$ cat src/timer_unit_defines.vh
// Register map, field positions and timing constants of the dual timer unit
`ifndef TIMER_UNIT_DEFINES_VH
`define TIMER_UNIT_DEFINES_VH

// ********************************************
// Register indices and address width
// ********************************************
`define IDX_CTRL 8'h88
`define IDX_MODE 8'h89
`define IDX_A_LOW 8'h8a
`define IDX_B_LOW 8'h8b
`define IDX_A_HIGH 8'h8c
`define IDX_B_HIGH 8'h8d
`define IDX_PRESC 8'hd9
`define IDX_TRIG 8'he5
`define IDX_DEGL 8'hee
`define IDX_IRQ_STAT 8'hf8
`define IDX_IRQ_MASK 8'hf9
`define ADDR_W 10

// ********************************************
// Control register bits
// ********************************************
`define CTL_B_OVF 7
`define CTL_B_RUN 6
`define CTL_A_OVF 5
`define CTL_A_RUN 4
`define CTL_B_EDGE 3
`define CTL_B_TYPE 2
`define CTL_A_EDGE 1
`define CTL_A_TYPE 0

// ********************************************
// Mode nibble layout and modes
// ********************************************
`define MD_GATE 3
`define MD_CSEL 2
`define MODE_13 2'h0
`define MODE_16 2'h1
`define MODE_RELOAD 2'h2
`define MODE_SPLIT 2'h3

// ********************************************
// Prescaler codes and dividers
// ********************************************
`define PS_DIV12 2'h0
`define PS_DIV1 2'h1
`define PS_DIV96 2'h2
`define DIV12_LAST 7'h0b
`define DIV96_LAST 7'h5f

// ********************************************
// Trigger polarity codes
// ********************************************
`define POL_LOW_FALL 2'h0
`define POL_HIGH_RISE 2'h1
`define POL_BOTH 2'h2

// ********************************************
// Deglitch timing
// ********************************************
`define CLK_MHZ 100
`define DEG_STEP_US 5
`define DEG_STEP_CYC (`DEG_STEP_US * `CLK_MHZ)
`define DEG_CNT_W 11

// ********************************************
// Interrupt status bits
// ********************************************
`define IS_A_OVF 0
`define IS_B_OVF 1
`define IS_A_IRQ 2
`define IS_B_IRQ 3
`define IS_W 4

`endif
$ cat src/dual_timer_ext_irq.v
// Two timer/counters with external interrupt detection behind an APB slave
// Notes on behaviour
// - Timer ticks every 1, 12 or 96 clocks
// - Counter ticks on detected count pin falling edge
// - Gate set: count only while irq pin high
// - Counter select one counts events, zero timer
// - Mode field picks 13, 16, reload, split
// - Mode 0 low five bits carry high byte
// - Mode 2 low byte reloads from high byte
// - Mode 3 stops timer b, splits timer a
// - Overflow sets flag; software or acknowledge clears
// - Run bit cleared holds the count
// - Selected edge sets flag; acknowledge clears it
// - Type bit level/edge, polarity field picks sense
// - Deglitch filter none, 5, 10, 15 us
// - Prescaler codes div12, div1, div96, reserved
`include "timer_unit_defines.vh"
module dual_timer_ext_irq (
    input wire pclk,
    input wire presetn,
    input wire psel,
    input wire penable,
    input wire pwrite,
    input wire [`ADDR_W-1:0] paddr,
    input wire [31:0] pwdata,
    input wire [3:0] pstrb,
    output wire [31:0] prdata,
    output wire pready,
    output wire pslverr,
    input wire timer_a_count_pin,
    input wire timer_b_count_pin,
    input wire irq_a_pin,
    input wire irq_b_pin,
    output wire timer_a_ovf_req,
    output wire timer_b_ovf_req,
    output wire irq_a_req,
    output wire irq_b_req,
    input wire timer_a_ack,
    input wire timer_b_ack,
    input wire irq_a_ack,
    input wire irq_b_ack,
    output wire irq
);

    // ********************************************
    // APB decode
    // ********************************************
    wire [7:0] idx = paddr[`ADDR_W-1:2];
    wire acc = psel & penable;
    wire wr = acc & pwrite & pstrb[0];
    wire hit = (idx == `IDX_CTRL) | (idx == `IDX_MODE) | (idx == `IDX_A_LOW) | (idx == `IDX_B_LOW) |
               (idx == `IDX_A_HIGH) | (idx == `IDX_B_HIGH) | (idx == `IDX_PRESC) | (idx == `IDX_TRIG) |
               (idx == `IDX_DEGL) | (idx == `IDX_IRQ_STAT) | (idx == `IDX_IRQ_MASK);
    assign pready = 1'b1;
    assign pslverr = acc & ~hit;
    wire [7:0] wd = pwdata[7:0];

    reg [7:0] ctrl_reg;
    reg [7:0] mode_reg;
    reg [7:0] a_low_reg, a_high_reg, b_low_reg, b_high_reg;
    reg [3:0] presc_reg, trig_reg, degl_reg;
    reg [`IS_W-1:0] stat_reg, mask_reg;
    reg [31:0] rdata_reg;

    // ********************************************
    // Synchronous inputs, filtering and edges
    // ********************************************
    wire [1:0] irq_pins = {irq_b_pin, irq_a_pin};
    wire [1:0] cnt_pins = {timer_b_count_pin, timer_a_count_pin};
    wire [1:0] irq_clean;
    wire [1:0] irq_edge;
    wire [1:0] cnt_fall;
    genvar g;
    generate
        for (g = 0; g < 2; g = g + 1) begin : chan
            reg [`DEG_CNT_W-1:0] dcnt_reg;
            reg filt_reg, filt_d_reg, cnt_d_reg, cnt_dd_reg;
            wire [1:0] fsel = degl_reg[2*g+1:2*g];
            wire [1:0] pol = trig_reg[2*g+1:2*g];
            wire [31:0] need_full = fsel * `DEG_STEP_CYC;
            wire [`DEG_CNT_W-1:0] need = need_full[`DEG_CNT_W-1:0];
            always @(posedge pclk or negedge presetn) begin
                if (!presetn) begin
                    dcnt_reg <= {`DEG_CNT_W{1'b0}};
                    filt_reg <= 1'b0;
                    filt_d_reg <= 1'b0;
                    cnt_d_reg <= 1'b0;
                    cnt_dd_reg <= 1'b0;
                end else begin
                    // Input must stay at its new level for the whole window
                    if (irq_pins[g] == filt_reg) begin
                        dcnt_reg <= {`DEG_CNT_W{1'b0}};
                    end else if (fsel == 2'h0 || dcnt_reg + 1'b1 >= need) begin
                        filt_reg <= irq_pins[g];
                        dcnt_reg <= {`DEG_CNT_W{1'b0}};
                    end else begin
                        dcnt_reg <= dcnt_reg + 1'b1;
                    end
                    filt_d_reg <= filt_reg;
                    // Two samples: relies on source holding each level a cycle
                    cnt_d_reg <= cnt_pins[g];
                    cnt_dd_reg <= cnt_d_reg;
                end
            end
            assign irq_clean[g] = filt_reg;
            assign cnt_fall[g] = cnt_dd_reg & ~cnt_d_reg;
            // Edge sense chosen by polarity code
            assign irq_edge[g] = (pol == `POL_LOW_FALL) ? (filt_d_reg & ~filt_reg) :
                                 (pol == `POL_HIGH_RISE) ? (~filt_d_reg & filt_reg) :
                                 (pol == `POL_BOTH) ? (filt_d_reg ^ filt_reg) : 1'b0;
        end
    endgenerate

    // ********************************************
    // Prescalers
    // ********************************************
    reg [6:0] pa_reg, pb_reg;
    wire [1:0] psa = presc_reg[1:0];
    wire [1:0] psb = presc_reg[3:2];
    wire [6:0] lasta = (psa == `PS_DIV96) ? `DIV96_LAST : `DIV12_LAST;
    wire [6:0] lastb = (psb == `PS_DIV96) ? `DIV96_LAST : `DIV12_LAST;
    // Reserved code never ticks; a count left past the end by a divider change restarts at once
    wire tick_a = (psa == `PS_DIV1) | ((psa == `PS_DIV12 || psa == `PS_DIV96) & (pa_reg >= lasta));
    wire tick_b = (psb == `PS_DIV1) | ((psb == `PS_DIV12 || psb == `PS_DIV96) & (pb_reg >= lastb));

    // ********************************************
    // Count enables
    // ********************************************
    wire [3:0] md_a = mode_reg[3:0];
    wire [3:0] md_b = mode_reg[7:4];
    wire [1:0] ma = md_a[1:0];
    wire [1:0] mb = md_b[1:0];
    wire run_a = ctrl_reg[`CTL_A_RUN];
    wire run_b = ctrl_reg[`CTL_B_RUN];
    // Counter select picks pin edges or prescaler
    wire src_a = md_a[`MD_CSEL] ? cnt_fall[0] : tick_a;
    wire src_b = md_b[`MD_CSEL] ? cnt_fall[1] : tick_b;
    // Gate needs the raw-filtered irq pin high
    wire en_a = run_a & (~md_a[`MD_GATE] | irq_clean[0]) & src_a;
    // In split mode the high half of timer a borrows timer b's run bit but counts on timer a's prescale
    wire en_ah = run_b & tick_a;
    wire en_b = run_b & (~md_b[`MD_GATE] | irq_clean[1]) & src_b & (mb != `MODE_SPLIT);

    // ********************************************
    // Next count values
    // ********************************************
    reg [7:0] a_low_next, a_high_next, b_low_next, b_high_next;
    reg ovf_a, ovf_b;
    always @* begin
        a_low_next = a_low_reg;
        a_high_next = a_high_reg;
        ovf_a = 1'b0;
        ovf_b = 1'b0;
        case (ma)
            `MODE_13: begin
                if (en_a) begin
                    // Upper three low bits forced to zero
                    a_low_next = {3'h0, a_low_reg[4:0] + 5'h01};
                    if (a_low_reg[4:0] == 5'h1f) begin
                        a_high_next = a_high_reg + 8'h01;
                        ovf_a = (a_high_reg == 8'hff);
                    end
                end
            end
            `MODE_16: begin
                if (en_a) begin
                    a_low_next = a_low_reg + 8'h01;
                    if (a_low_reg == 8'hff) begin
                        a_high_next = a_high_reg + 8'h01;
                        ovf_a = (a_high_reg == 8'hff);
                    end
                end
            end
            `MODE_RELOAD: begin
                if (en_a) begin
                    a_low_next = (a_low_reg == 8'hff) ? a_high_reg : a_low_reg + 8'h01;
                    ovf_a = (a_low_reg == 8'hff);
                end
            end
            default: begin
                // Two independent 8-bit halves
                if (en_a) begin
                    a_low_next = a_low_reg + 8'h01;
                    ovf_a = (a_low_reg == 8'hff);
                end
                if (en_ah) begin
                    a_high_next = a_high_reg + 8'h01;
                    ovf_b = (a_high_reg == 8'hff);
                end
            end
        endcase
        b_low_next = b_low_reg;
        b_high_next = b_high_reg;
        if (en_b) begin
            case (mb)
                `MODE_13: begin
                    b_low_next = {3'h0, b_low_reg[4:0] + 5'h01};
                    if (b_low_reg[4:0] == 5'h1f) begin
                        b_high_next = b_high_reg + 8'h01;
                        ovf_b = ovf_b | (b_high_reg == 8'hff);
                    end
                end
                `MODE_16: begin
                    b_low_next = b_low_reg + 8'h01;
                    if (b_low_reg == 8'hff) begin
                        b_high_next = b_high_reg + 8'h01;
                        ovf_b = ovf_b | (b_high_reg == 8'hff);
                    end
                end
                `MODE_RELOAD: begin
                    b_low_next = (b_low_reg == 8'hff) ? b_high_reg : b_low_reg + 8'h01;
                    ovf_b = ovf_b | (b_low_reg == 8'hff);
                end
                default: begin
                    b_low_next = b_low_reg;
                end
            endcase
        end
    end

    // ********************************************
    // Flags
    // ********************************************
    wire set_a_edge = ctrl_reg[`CTL_A_TYPE] & irq_edge[0];
    wire set_b_edge = ctrl_reg[`CTL_B_TYPE] & irq_edge[1];
    wire ctrl_wr = wr & (idx == `IDX_CTRL);
    reg [7:0] ctrl_next;
    always @* begin
        ctrl_next = ctrl_wr ? wd : ctrl_reg;
        // Acknowledge clears, but a new event in the same cycle wins
        if (timer_a_ack) ctrl_next[`CTL_A_OVF] = 1'b0;
        if (timer_b_ack) ctrl_next[`CTL_B_OVF] = 1'b0;
        if (irq_a_ack) ctrl_next[`CTL_A_EDGE] = 1'b0;
        if (irq_b_ack) ctrl_next[`CTL_B_EDGE] = 1'b0;
        if (ovf_a) ctrl_next[`CTL_A_OVF] = 1'b1;
        if (ovf_b) ctrl_next[`CTL_B_OVF] = 1'b1;
        if (set_a_edge) ctrl_next[`CTL_A_EDGE] = 1'b1;
        if (set_b_edge) ctrl_next[`CTL_B_EDGE] = 1'b1;
    end

    // Level-trigger requests follow the filtered pin
    wire lvl_a = ~ctrl_reg[`CTL_A_TYPE] & ((trig_reg[1:0] == `POL_LOW_FALL) ? ~irq_clean[0] :
                 (trig_reg[1:0] == `POL_HIGH_RISE) ? irq_clean[0] : 1'b0);
    wire lvl_b = ~ctrl_reg[`CTL_B_TYPE] & ((trig_reg[3:2] == `POL_LOW_FALL) ? ~irq_clean[1] :
                 (trig_reg[3:2] == `POL_HIGH_RISE) ? irq_clean[1] : 1'b0);
    assign timer_a_ovf_req = ctrl_reg[`CTL_A_OVF];
    assign timer_b_ovf_req = ctrl_reg[`CTL_B_OVF];
    assign irq_a_req = ctrl_reg[`CTL_A_EDGE] | lvl_a;
    assign irq_b_req = ctrl_reg[`CTL_B_EDGE] | lvl_b;

    reg irq_a_req_d, irq_b_req_d;
    wire [`IS_W-1:0] ev = {set_b_edge | (lvl_b & ~irq_b_req_d), set_a_edge | (lvl_a & ~irq_a_req_d), ovf_b, ovf_a};
    assign irq = |(stat_reg & mask_reg);

    // ********************************************
    // Registers
    // ********************************************
    always @(posedge pclk or negedge presetn) begin
        if (!presetn) begin
            ctrl_reg <= 8'h00;
            mode_reg <= 8'h00;
            a_low_reg <= 8'h00;
            a_high_reg <= 8'h00;
            b_low_reg <= 8'h00;
            b_high_reg <= 8'h00;
            presc_reg <= 4'h0;
            trig_reg <= 4'h0;
            degl_reg <= 4'h0;
            stat_reg <= {`IS_W{1'b0}};
            mask_reg <= {`IS_W{1'b0}};
            pa_reg <= 7'h00;
            pb_reg <= 7'h00;
            irq_a_req_d <= 1'b0;
            irq_b_req_d <= 1'b0;
            rdata_reg <= 32'h0000_0000;
        end else begin
            ctrl_reg <= ctrl_next;
            irq_a_req_d <= lvl_a;
            irq_b_req_d <= lvl_b;
            pa_reg <= (tick_a || psa == `PS_DIV1) ? 7'h00 : pa_reg + 7'h01;
            pb_reg <= (tick_b || psb == `PS_DIV1) ? 7'h00 : pb_reg + 7'h01;
            // Software write to a count byte overrides the increment
            a_low_reg <= (wr && idx == `IDX_A_LOW) ? wd : a_low_next;
            a_high_reg <= (wr && idx == `IDX_A_HIGH) ? wd : a_high_next;
            b_low_reg <= (wr && idx == `IDX_B_LOW) ? wd : b_low_next;
            b_high_reg <= (wr && idx == `IDX_B_HIGH) ? wd : b_high_next;
            if (wr && idx == `IDX_MODE) mode_reg <= wd;
            if (wr && idx == `IDX_PRESC) presc_reg <= wd[3:0];
            if (wr && idx == `IDX_TRIG) trig_reg <= wd[3:0];
            if (wr && idx == `IDX_DEGL) degl_reg <= wd[3:0];
            if (wr && idx == `IDX_IRQ_MASK) mask_reg <= wd[`IS_W-1:0];
            // Write one to clear; new event wins
            stat_reg <= (stat_reg & ~((wr && idx == `IDX_IRQ_STAT) ? wd[`IS_W-1:0] : {`IS_W{1'b0}})) | ev;
            if (psel && !penable && !pwrite) begin
                case (idx)
                    `IDX_CTRL: rdata_reg <= {24'h0, ctrl_reg};
                    `IDX_MODE: rdata_reg <= {24'h0, mode_reg};
                    `IDX_A_LOW: rdata_reg <= {24'h0, a_low_reg};
                    `IDX_B_LOW: rdata_reg <= {24'h0, b_low_reg};
                    `IDX_A_HIGH: rdata_reg <= {24'h0, a_high_reg};
                    `IDX_B_HIGH: rdata_reg <= {24'h0, b_high_reg};
                    `IDX_PRESC: rdata_reg <= {28'h0, presc_reg};
                    `IDX_TRIG: rdata_reg <= {28'h0, trig_reg};
                    `IDX_DEGL: rdata_reg <= {28'h0, degl_reg};
                    `IDX_IRQ_STAT: rdata_reg <= {28'h0, stat_reg};
                    `IDX_IRQ_MASK: rdata_reg <= {28'h0, mask_reg};
                    default: rdata_reg <= 32'h0000_0000;
                endcase
            end
        end
    end
    assign prdata = rdata_reg;
endmodule

$ cat config.mk
export PLATFORM = sky130hd
export DESIGN_NAME = dual_timer_ext_irq
export DESIGN_NICKNAME = d
export VERILOG_FILES = /design/src/dual_timer_ext_irq.v
export VERILOG_INCLUDE_DIRS = /design/src
export SDC_FILE = /design/constraint.sdc
export NUM_CORES = 1
export LEC_CHECK = 0
export BUFFER_PORTS_ARGS = -buffer_cell sky130_fd_sc_hd__buf_2
export CAP_MARGIN = 5
export CORE_MARGIN = 3
export CORE_UTILIZATION = 30
export CTS_BUF_LIST = sky130_fd_sc_hd__clkbuf_16
export DETAILED_ROUTE_END_ITERATION = 10
export PLACE_DENSITY = 0.56
export SYNTH_ARGS = -nofsm -noshare
export SYNTH_HDL_FRONTEND = slang
export SYNTH_SLANG_ARGS = --single-unit
$ cat constraint.sdc
create_clock -name pclk -period 3.2 [get_ports pclk]
set_input_delay 0.64 -clock pclk [delete_from_list [all_inputs] [get_ports pclk]]
set_output_delay 0.64 -clock pclk [all_outputs]
set_load 0.02 [all_outputs]
Yosys cells after proc, flatten, opt, wreduce, memory -nomap -nowiden
Index checks and enable logic that the tools add are counted.
W data, S select, Z words.
{"block": "totals", "regBits": 146, "input_bits": 59, "out_inout_bits": 39, "word_cells": 264}
{"block": "classes", "n_addsub": 10, "n_mul": 2, "magnitude_cmp": 4, "eq_ne": 41, "mux": 65, "n_bitwise": 66, "reduce_logical": 46}
{"operator": "$mux W8", "count": 19}
{"operator": "$eq A8 B8 Y1 const B", "count": 15}
{"operator": "$pmux W8 S11", "count": 1}
{"operator": "$pmux W8 S3", "count": 2}
{"operator": "$mux W11", "count": 4}
{"operator": "$add A8 B1 Y8 const B", "count": 4}
{"operator": "$pmux W8 S2", "count": 2}
{"operator": "$mux W1", "count": 30}
{"operator": "$mux W7", "count": 4}
{"operator": "$and A1 B1 Y1", "count": 25}
{"operator": "$ne A3 B3 Y1 const B", "count": 8}
{"operator": "$add A11 B1 Y11 const B", "count": 2}
{"operator": "$ge A11 B11 Y1", "count": 2}
{"operator": "$or A1 B1 Y1", "count": 20}
{"operator": "$mul A2 B7 Y9 const B", "count": 2}
{"operator": "$logic_not A2 Y1", "count": 8}
{"operator": "$not A1 Y1", "count": 15}
{"operator": "$reduce_bool A3 Y1", "count": 5}
{"operator": "$add A7 B1 Y7 const B", "count": 2}
{"operator": "$ge A7 B7 Y1", "count": 2}
{"operator": "$eq A2 B1 Y1 const B", "count": 6}
{"operator": "$eq A2 B2 Y1 const B", "count": 6}
{"operator": "$logic_and A1 B1 Y1", "count": 12}
{"operator": "$reduce_bool A4 Y1", "count": 3}
{"operator": "20 further kinds", "count": 35}

Depth between registers and ports, before layout
Gate-level depths: netlist (run 1).
{"block": "logic_depth", "word_depth": 13, "mapped_depth": 13, "mapped_depth_nobuf": 13}

Worst setup path before layout (run 1)
Ideal clock, no wire load.
{"block": "synth_path", "path_kind": "flip-flop to flip-flop", "startpoint": "register chan[1].dcnt_reg[0]", "endpoint": "register chan[1].filt_reg", "setup_ps": 125, "arrival_time_ps": 2413, "required_time_ps": 3075, "setup_slack_ps": 662, "stages_incl_launch_ff": 10, "n_path_buf": 0, "synth_period_minus_slack_ps": 2538, "cell_sequence": "dfrtp_1 ha_1 xnor2_1 ha_1 a21bo_1 a21o_1 a2111oi_0 o21ai_1 a21boi_0 mux2_2"}
{"block": "synth_via", "elab_chain_cells": 4}
{"element": "from (decl)", "line_no": "dual_timer_ext_irq.v:76", "source": "reg [`DEG_CNT_W-1:0] dcnt_reg;"}
{"element": "from (signal assigned)", "line_no": "dual_timer_ext_irq.v:84", "source": "dcnt_reg <= {`DEG_CNT_W{1'b0}};"}
{"element": "from (signal assigned)", "line_no": "dual_timer_ext_irq.v:92", "source": "dcnt_reg <= {`DEG_CNT_W{1'b0}};"}
{"element": "from (signal assigned)", "line_no": "dual_timer_ext_irq.v:95", "source": "dcnt_reg <= {`DEG_CNT_W{1'b0}};"}
{"element": "$add A11 B1 Y11", "line_no": "dual_timer_ext_irq.v:93", "source": "end else if (fsel == 2'h0 || dcnt_reg + 1'b1 >= need) begin"}
{"element": "$ge A11 B11 Y1", "line_no": "dual_timer_ext_irq.v:93"}
{"element": "$logic_or A1 B1 Y1", "line_no": "dual_timer_ext_irq.v:93"}
{"element": "$reduce_and A2 Y1 (no line)"}
{"element": "to (signal assigned)", "line_no": "dual_timer_ext_irq.v:94", "source": "filt_reg <= irq_pins[g];"}
{"element": "to (decl)", "line_no": "dual_timer_ext_irq.v:77", "source": "reg filt_reg, filt_d_reg, cnt_d_reg, cnt_dd_reg;"}
Every way passes these cells.
A chain may end at the register's enable or synchronous reset.

Worst setup path after layout (run 1)
{"block": "layout_path", "startpoint": "register chan[1].dcnt_reg[0]", "endpoint": "register chan[1].dcnt_reg[5]"}
{"block": "layout_via", "elab_chain_cells": 5}
{"element": "$add A11 B1 Y11 *", "line_no": "dual_timer_ext_irq.v:93, dual_timer_ext_irq.v:97"}
{"element": "$ge A11 B11 Y1", "line_no": "dual_timer_ext_irq.v:93"}
{"element": "$logic_or A1 B1 Y1", "line_no": "dual_timer_ext_irq.v:93"}
{"element": "$mux W11 *", "line_no": "dual_timer_ext_irq.v:93"}
{"element": "$mux W11 *", "line_no": "dual_timer_ext_irq.v:91", "source": "if (irq_pins[g] == filt_reg) begin"}
Mark *: on every way between the ends. The rest lies on a longest branch, timed or not.

==> results of run 1 <==
[logic make-up after synthesis]
group                    count (synthesis)  share of synthesized area
AO/OA/AOI/OAI                          163                      0.142
buffers and inverters                   85                     0.0552
AND/OR/NAND/NOR                        296                      0.194
flip-flops                             122                      0.395
other                                    2                   0.000971
XOR/XNOR                                48                     0.0544
multiplexers                            57                     0.0803
adder cells (fa/ha/maj)                 48                     0.0777
[power by group through the flow]
stage / Clock, mW / Combinational, mW / Sequential (mW)
final: 2.33 / 0.811 / 1.80
after global routing: 2.44 / 0.931 / 1.82
after CTS: 2.36 / 0.819 / 1.79
after detailed placement: 0 / 0.816 / 1.82
after global placement: 0 / 0.802 / 1.82
after floorplan: 0 / 0.631 / 1.78
[routing by layer]
layer / track usage / up-vias / share of wire
li1: - / 3016 / -
met1: 0.205 / 3136 / 0.46
met2: 0.242 / 119 / 0.47
met3: 0.0337 / 33 / 0.043
met4: 0.0484 / 0 / 0.020
met5: 0 / - / 0
[worst max-delay path by stage]
stage | startpoint | endpoint | slack (ps) | cells past startpoint
after floorplan | chan[1].dcnt_reg[0]$_DFF_PN0_ | chan[1].filt_reg$_DFFE_PN0P_ | 660 | 9
after global placement | chan[1].dcnt_reg[0]$_DFF_PN0_ | chan[1].dcnt_reg[3]$_DFF_PN0_ | 390 | 9
after detailed placement | chan[1].dcnt_reg[0]$_DFF_PN0_ | chan[1].dcnt_reg[5]$_DFF_PN0_ | 280 | 9
after CTS | chan[1].dcnt_reg[0]$_DFF_PN0_ | chan[1].dcnt_reg[5]$_DFF_PN0_ | 260 | 9
after global routing | chan[1].dcnt_reg[0]$_DFF_PN0_ | chan[1].dcnt_reg[8]$_DFF_PN0_ | 6 | 9
final | chan[1].dcnt_reg[0]$_DFF_PN0_ | chan[1].dcnt_reg[5]$_DFF_PN0_ | 300 | 9
[layout make-up]
type	count	area [um2]
Fill cell	2561	16200
Multi-Input combinational cell	637	4340
Sequential cell	122	3050
Clock buffer	17	425
Tap cell	330	413
Timing Repair Buffer	64	400
Clock inverter	15	278
Inverter	33	124
[placed cells by master (no fill, tap or decap), types with 15 or more instances in the layout]
cell / Yosys / routed
nor2b_1: 15 / 15
xor2_1: 15 / 15
a22o_1: 16 / 16
nor3_1: 15 / 15
and3_1: 25 / 25
dfrtp_1: 122 / 122
inv_1: 33 / 34
buf_4: 25 / 20
mux2_2: 30 / 30
nand2_1: 74 / 74
mux2i_1: 26 / 26
nand3_1: 28 / 28
o21ai_0: 37 / 37
xnor2_1: 33 / 33
nor2_1: 73 / 73
a21oi_1: 30 / 30
buf_2: 11 / 42
clkbuf_16: 0 / 17
conb_1: 2 / 25
ha_1: 48 / 48
[stage by stage]
stage,area [um2],hold slack [ps],std cells
2_1_floorplan,7820,344,844
3_3_place_gp,8330,367,1186
3_5_place_dp,8330,370,1186
4_1_cts,9030,328,1218
5_1_grt,9030,327,1218
6_report,9030,335,1218
[worst max-delay path, stage by stage, from the launching register on]
cell       delay (ps)
dfrtp_1           410
ha_1              290
xnor2_1           210
ha_1              270
a21bo_1           170
a21o_1            160
a2111oi_0         480
o21ai_1           170
a221o_1           490
nor2b_1           180
==> flow_summary.toml, run 1 <==
[logic_synthesis]
ys_types = 67
synth_top_cell_area_share = 0.395
ys.flop_type = "dfrtp_1"
synth_top_area_cell = "dfrtp_1"
synth.area.top_cells = "dfrtp_1, ha_1, mux2_2, xnor2_1, nand2_1"
syn_inst = 821
ys_warn_count = 0
ys_seq_area_frac = 0.395
ys_async_sr_fraction = 1.00
yosys-top-cells-count = "dfrtp_1, nand2_1, nor2_1"
synth_area_um2 = 7730
synth-edff-count = 0
yosysMostFrequentCell = "dfrtp_1"
ys_ff_latch = 122
syn_avg_cell_area_um2 = 9.42

[finish]
fin_util = 0.358
drive_gt1_frac = 0.155
nets = 982
syn2layout_area_growth_pct = 16.8
antenna_cells = 0
largest_reg_flops = 22

[floorplan]
die_x_um = 167
num_rows = 58
ioPinCount = 98
die_area_um2 = 27700
core_area_um2 = 25300
die_h_um = 167
start_util = 0.306

[timing]
rsz0062_at_grt = "no"
skew_ps = 6.61
worst_slack_ps = 302
period_needed_ps = 2900
relSlewSlack = 0.441
finalCritPeriodShare = 0.906
slew_violations = 0
finalSetupViolations = 0
worst_slew_pin_slew_ps = 839
tns_ps = 0
hold_viol = 0
max_freq_ghz = 0.345

[clocking]
cts_made_buffers = 17
clkTransAtPathRegs_ps = 50
cts_root_buf = "clkbuf_16"
clk_latency_ps = 420
clock-sinks = 122
cts_tree = "yes"
cts_setup_buffers = 0
ctsResizeCount = 0
htreeDepth = 4
cts_hold_buffers = 0
clock_tree.buffer_depth = 2

[worst_setup_path]
r2r_slack_ps = 300
worstReg2RegStart = "chan[1].dcnt_reg[0]$_DFF_PN0_"
critPathRequiredTime_ps = 3540
endpoint_kind = "flop"
setup.worst_path.start_class = "flop"
reg2reg_depth = 9
path_class = "flop to flop"
worst_ep_arrival_time_ps = 3240
timing.rr.end = "chan[1].dcnt_reg[5]$_DFF_PN0_"
path_max_fanout = 11

[power_and_ir_drop]
comb_power_share = 0.164
ir_drop_uv = 277
p_sw_frac = 0.270
switchingPower_mw = 1.33
p_leak_nw = 4.16
power_mw = 4.93
p_clk_frac = 0.471
p_int_mw = 3.60
p_seq_frac = 0.364
power_density_nw_per_um2 = 546

[min_path]
hp-class = "input port to async pin"

[routing]
drt_iter0_markers = 434
drtPass1Iterations = 7
viasPerCell = 5.18
route.detailed.drc = 0
vias = 6304
routed_wl_um = 20600
post_drt_wl_per_cell_um = 16.9
postRouteAntennaNets = 0

[placed_design]
dp_hpwl_um = 15400
port_buffers = 43
gp_congestion = 0.863
detailedPlace.worstSlack_ps = 276

[global_routing]
grt.total_usage = 0.151
grt_pass1_wl_um = 33800
gr-total-overflow = 0
grt_max_degree = 63
first_global_vias = 6193
antenna_found_initial = 0

[job]
drv_cap = 0

[outcome]
status = "finished, final reports clean"
Note: power is estimated with default switching activity, not from simulation.
==> run 2: changes to the inputs <==
==> constraint.sdc (replaced) <==
create_clock -name pclk -period 3.2 [get_ports pclk]
set_input_delay 0.32 -clock pclk [delete_from_list [all_inputs] [get_ports pclk]]
set_output_delay 0.32 -clock pclk [all_outputs]
set_load 0.02 [all_outputs]
==> flow_summary.toml, run 2 (same netlist as run 1, synthesis figures left out) <==
[global_routing]
grt_max_degree = 92
grt_pass1_wl_um = 33900
first_global_vias = 6108
antenna_found_initial = 0
gr-total-overflow = 0
grt.total_usage = 0.152

[placed_design]
dp_hpwl_um = 15200
port_buffers = 43
detailedPlace.worstSlack_ps = 329
gp_congestion = 0.850

[worst_setup_path]
setup.worst_path.start_class = "flop"
r2r_slack_ps = 370
worst_ep_arrival_time_ps = 3180
path_max_fanout = 11
critPathRequiredTime_ps = 3550
path_class = "flop to flop"
endpoint_kind = "flop"

[clocking]
cts_root_buf = "clkbuf_16"
htreeDepth = 4
cts_tree = "yes"
clock-sinks = 122
clkTransAtPathRegs_ps = 50
cts_made_buffers = 17
clock_tree.buffer_depth = 2
clk_latency_ps = 420

[timing]
skew_ps = 4.99
finalSetupViolations = 0
finalCritPeriodShare = 0.884
worst_slack_ps = 370
period_needed_ps = 2830
hold_viol = 0
slew_violations = 0
relSlewSlack = 0.535
worst_slew_pin_slew_ps = 691
max_freq_ghz = 0.353
tns_ps = 0
rsz0062_at_grt = "no"

[power_and_ir_drop]
power_density_nw_per_um2 = 514
ir_drop_uv = 298
p_leak_nw = 4.10

[outcome]
status = "finished, final reports clean"

[routing]
drtPass1Iterations = 6
viasPerCell = 5.12
drt_iter0_markers = 450
post_drt_wl_per_cell_um = 17.0
routed_wl_um = 20700
postRouteAntennaNets = 0
vias = 6215
route.detailed.drc = 0

[floorplan]
die_h_um = 167
core_area_um2 = 25300
start_util = 0.306
die_x_um = 167
ioPinCount = 98
num_rows = 58
die_area_um2 = 27700

[finish]
syn2layout_area_growth_pct = 15.0
final_cell_mix = "dfrtp_1, nand2_1, nor2_1, ha_1, buf_2"
largest_reg_flops = 22
nets = 979
antenna_cells = 0
drive_gt1_frac = 0.145
layout.cells.most_common = "dfrtp_1"
fill_cells = 2608
fin_util = 0.352

[job]
drv_cap = 0

[min_path]
hp-class = "input port to flop"
## run 2: cell types whose count changed in the layout (fill, tap and decap cells not counted)
cell           change
buf_4              -4
clkinv_4           -1
bufinv_16          -4
clkinv_1           +1
buf_12             -1
inv_1              +4
dlygate4sd3_1      +2
## run 2: metrics by stage
stage / cells / instance area (um2) / power, mW / hold WS [ps]
global placement: 1181 / 8280 / 2.61 / 312
floorplan: 844 / 7820 / 2.41 / 24.4
CTS: 1215 / 8890 / 4.62 / 5.81
finish: 1215 / 8890 / 4.57 / 14.9
global route: 1215 / 8890 / 4.82 / 5.55
detailed placement: 1181 / 8280 / 2.63 / 315
## run 2: report_power, final
| group | internal (mW) | switching [mW] | total, mW |
|---|---|---|---|
| combinational | 0.332 | 0.472 | 0.804 |
| clock | 1.27 | 0.694 | 1.97 |
| sequential | 1.66 | 0.137 | 1.80 |
## run 2: final cells by class
cell class / instances / area, um2 / area share
clock inverters: 15 / 168 / 0.0189
well taps: 330 / 413 / 0.0464
repair buffers: 61 / 370 / 0.0416
multi-input cells: 637 / 4340 / 0.488
flip-flops and latches: 122 / 3050 / 0.343
inverters: 33 / 124 / 0.0139
clock buffers: 17 / 425 / 0.0478
## run 2: repair_timing
action / 4_1_cts / 5_1_grt
hold endpoints to repair: 32 / 0
setup endpoints to repair: 0 / 0
hold buffers: 2 / 0
resized for setup: 0 / 0
buffers inserted: 0 / 0
## run 2: path summary, 6_finish.rpt
kind,startpoint,to,depth (start not counted)
worst max-delay path,chan[1].dcnt_reg[0]$_DFF_PN0_,chan[1].dcnt_reg[8]$_DFF_PN0_,9
worst min-delay path,timer_a_count_pin,chan[0].cnt_d_reg$_DFF_PN0_,1
worst max register to register,chan[1].dcnt_reg[0]$_DFF_PN0_,chan[1].dcnt_reg[8]$_DFF_PN0_,9
worst min register to register,chan[1].cnt_d_reg$_DFF_PN0_,chan[1].cnt_dd_reg$_DFF_PN0_,0
max in group asynchronous,presetn,a_high_reg[3]$_DFFE_PN0P_,3
min in group asynchronous,presetn,chan[0].filt_reg$_DFFE_PN0P_,2
## run 2: layer usage
| metal | global-route usage | wire length [um] | share of wire |
|---|---|---|---|
| met1 | 0.207 | 9730 | 0.47 |
| met2 | 0.239 | 9560 | 0.46 |
| met3 | 0.0396 | 1020 | 0.049 |
| met4 | 0.0448 | 373 | 0.018 |
| met5 | 0 | 0 | 0 |
## run 2: critical path: stages, from the launching register on
cell and delay [ps]:
dfrtp_1 410, ha_1 290, xnor2_1 210, ha_1 270, a21bo_1 170, a21o_1 170
a2111oi_0 430, o21ai_1 160, a221o_1 470, nor2b_1 170
==> run 3: changes to the inputs <==
- CORE_MARGIN: 3 -> 2
==> flow_summary.toml, run 3 (same netlist as run 1, synthesis figures left out) <==
[clocking]
cts_hold_buffers = 2
cts_made_buffers = 17
htreeDepth = 4
cts_tree = "yes"
cts_setup_buffers = 0
clkTransAtPathRegs_ps = 50
ctsResizeCount = 0
cts_root_buf = "clkbuf_16"
clk_latency_ps = 420
clock-sinks = 122
clock_tree.buffer_depth = 2

[global_routing]
first_global_vias = 6011
antenna_found_initial = 0
gr-total-overflow = 0
grt_pass1_wl_um = 33000
grt.total_usage = 0.159
grt_max_degree = 94

[timing]
finalCritPeriodShare = 0.879
skew_ps = 7.01
worst_slack_ps = 387
slew_violations = 0
period_needed_ps = 2810
relSlewSlack = 0.490
finalSetupViolations = 0
hold_viol = 0
max_freq_ghz = 0.356
tns_ps = 0
rsz0062_at_grt = "no"
worst_slew_pin_slew_ps = 758

[routing]
drtPass1Iterations = 5
viasPerCell = 5.13
routed_wl_um = 20600
vias = 6241
route.detailed.drc = 0
postRouteAntennaNets = 0
drt_iter0_markers = 529
post_drt_wl_per_cell_um = 17.0

[worst_setup_path]
crit_slowest_cell = "a221o_1"
cp_common_cell = "ha_1"
crit_family = "compound AO/OA/AOI/OAI gates"
r2r_slack_ps = 390
path_class = "flop to flop"
worst_ep_arrival_time_ps = 3160
critPathMaxStageDelay_ps = 480
endpoint_kind = "flop"
path_max_fanout = 11
cp-startpoint = "chan[1].dcnt_reg[0]$_DFF_PN0_"
reg2reg_depth = 9
setup.worst_path.start_class = "flop"
worstPathCellList = "ha_1 -> xnor2_1 -> ha_1 -> a21bo_1 -> a21o_1 -> a2111oi_0 -> o21ai_1 -> a221o_1 -> nor2b_1"
endpoint = "chan[1].dcnt_reg[3]$_DFF_PN0_"
critPathBufInv = 0
critPathRequiredTime_ps = 3540
worstReg2RegStart = "chan[1].dcnt_reg[0]$_DFF_PN0_"
timing.rr.end = "chan[1].dcnt_reg[3]$_DFF_PN0_"
worstSetupPathDepth = 9

[finish]
fill_cells = 2610
fin_util = 0.352
drive_gt1_frac = 0.146
nets = 980
layout.cells.most_common = "dfrtp_1"
syn2layout_area_growth_pct = 14.8
final_cell_mix = "dfrtp_1, nand2_1, nor2_1, ha_1, buf_2"
largest_reg_flops = 22
antenna_cells = 0

[floorplan]
num_rows = 58
die_x_um = 165
ioPinCount = 98
die_h_um = 165
core_area_um2 = 25300
die_area_um2 = 27100
start_util = 0.306

[power_and_ir_drop]
p_leak_nw = 4.09
power_density_nw_per_um2 = 506
ir_drop_uv = 346
power_mw = 4.49

[placed_design]
port_buffers = 43
dp_hpwl_um = 15200
gp_congestion = 0.905
detailedPlace.worstSlack_ps = 397

[outcome]
status = "finished, final reports clean"

[job]
drv_cap = 0

[min_path]
hp-class = "input port to flop"
## run 3: layout make-up
cell class / instances / area (um2) / share of cell area
clock inverters: 15 / 145 / 0.0163
inverters: 33 / 124 / 0.0140
multi-input cells: 637 / 4340 / 0.489
well taps: 330 / 413 / 0.0465
repair buffers: 62 / 378 / 0.0426
clock buffers: 17 / 425 / 0.0479
flip-flops and latches: 122 / 3050 / 0.344
## run 3: worst min-delay path by stage
| stage | from | end | slack, ps | cells after the start |
|---|---|---|---|---|
| after floorplan | presetn | a_high_reg[0]$_DFFE_PN0P_ | 20 | 0 |
| after global placement | presetn | chan[0].filt_reg$_DFFE_PN0P_ | 290 | 1 |
| after detailed placement | presetn | chan[0].filt_reg$_DFFE_PN0P_ | 290 | 1 |
| after CTS | timer_a_count_pin | chan[0].cnt_d_reg$_DFF_PN0_ | 20 | 1 |
| after global routing | timer_a_count_pin | chan[0].cnt_d_reg$_DFF_PN0_ | 10 | 1 |
| final | timer_a_count_pin | chan[0].cnt_d_reg$_DFF_PN0_ | 30 | 1 |
## run 3: layer usage
| layer | global-route usage | part of all wire | vias up |
|---|---|---|---|
| met2 | 0.256 | 0.47 | 150 |
| met3 | 0.0311 | 0.043 | 24 |
| li1 | - | - | 3008 |
| met5 | 0 | 0 | - |
| met4 | 0.0549 | 0.018 | 0 |
| met1 | 0.215 | 0.47 | 3059 |
## run 3: metrics by stage
stage	hold slack (ps)	std cells	cell area, um2
final	30.1	1216	8880
after detailed placement	293	1182	8290
after global placement	293	1182	8290
after floorplan	24.4	844	7820
after CTS	20.4	1216	8880
after global routing	14.3	1216	8880
## run 3: report_power, final
part | total, mW | internal [mW] | switching, mW
Clock | 1.89 | 1.20 | 0.691
Combinational | 0.815 | 0.334 | 0.481
Sequential | 1.79 | 1.66 | 0.135
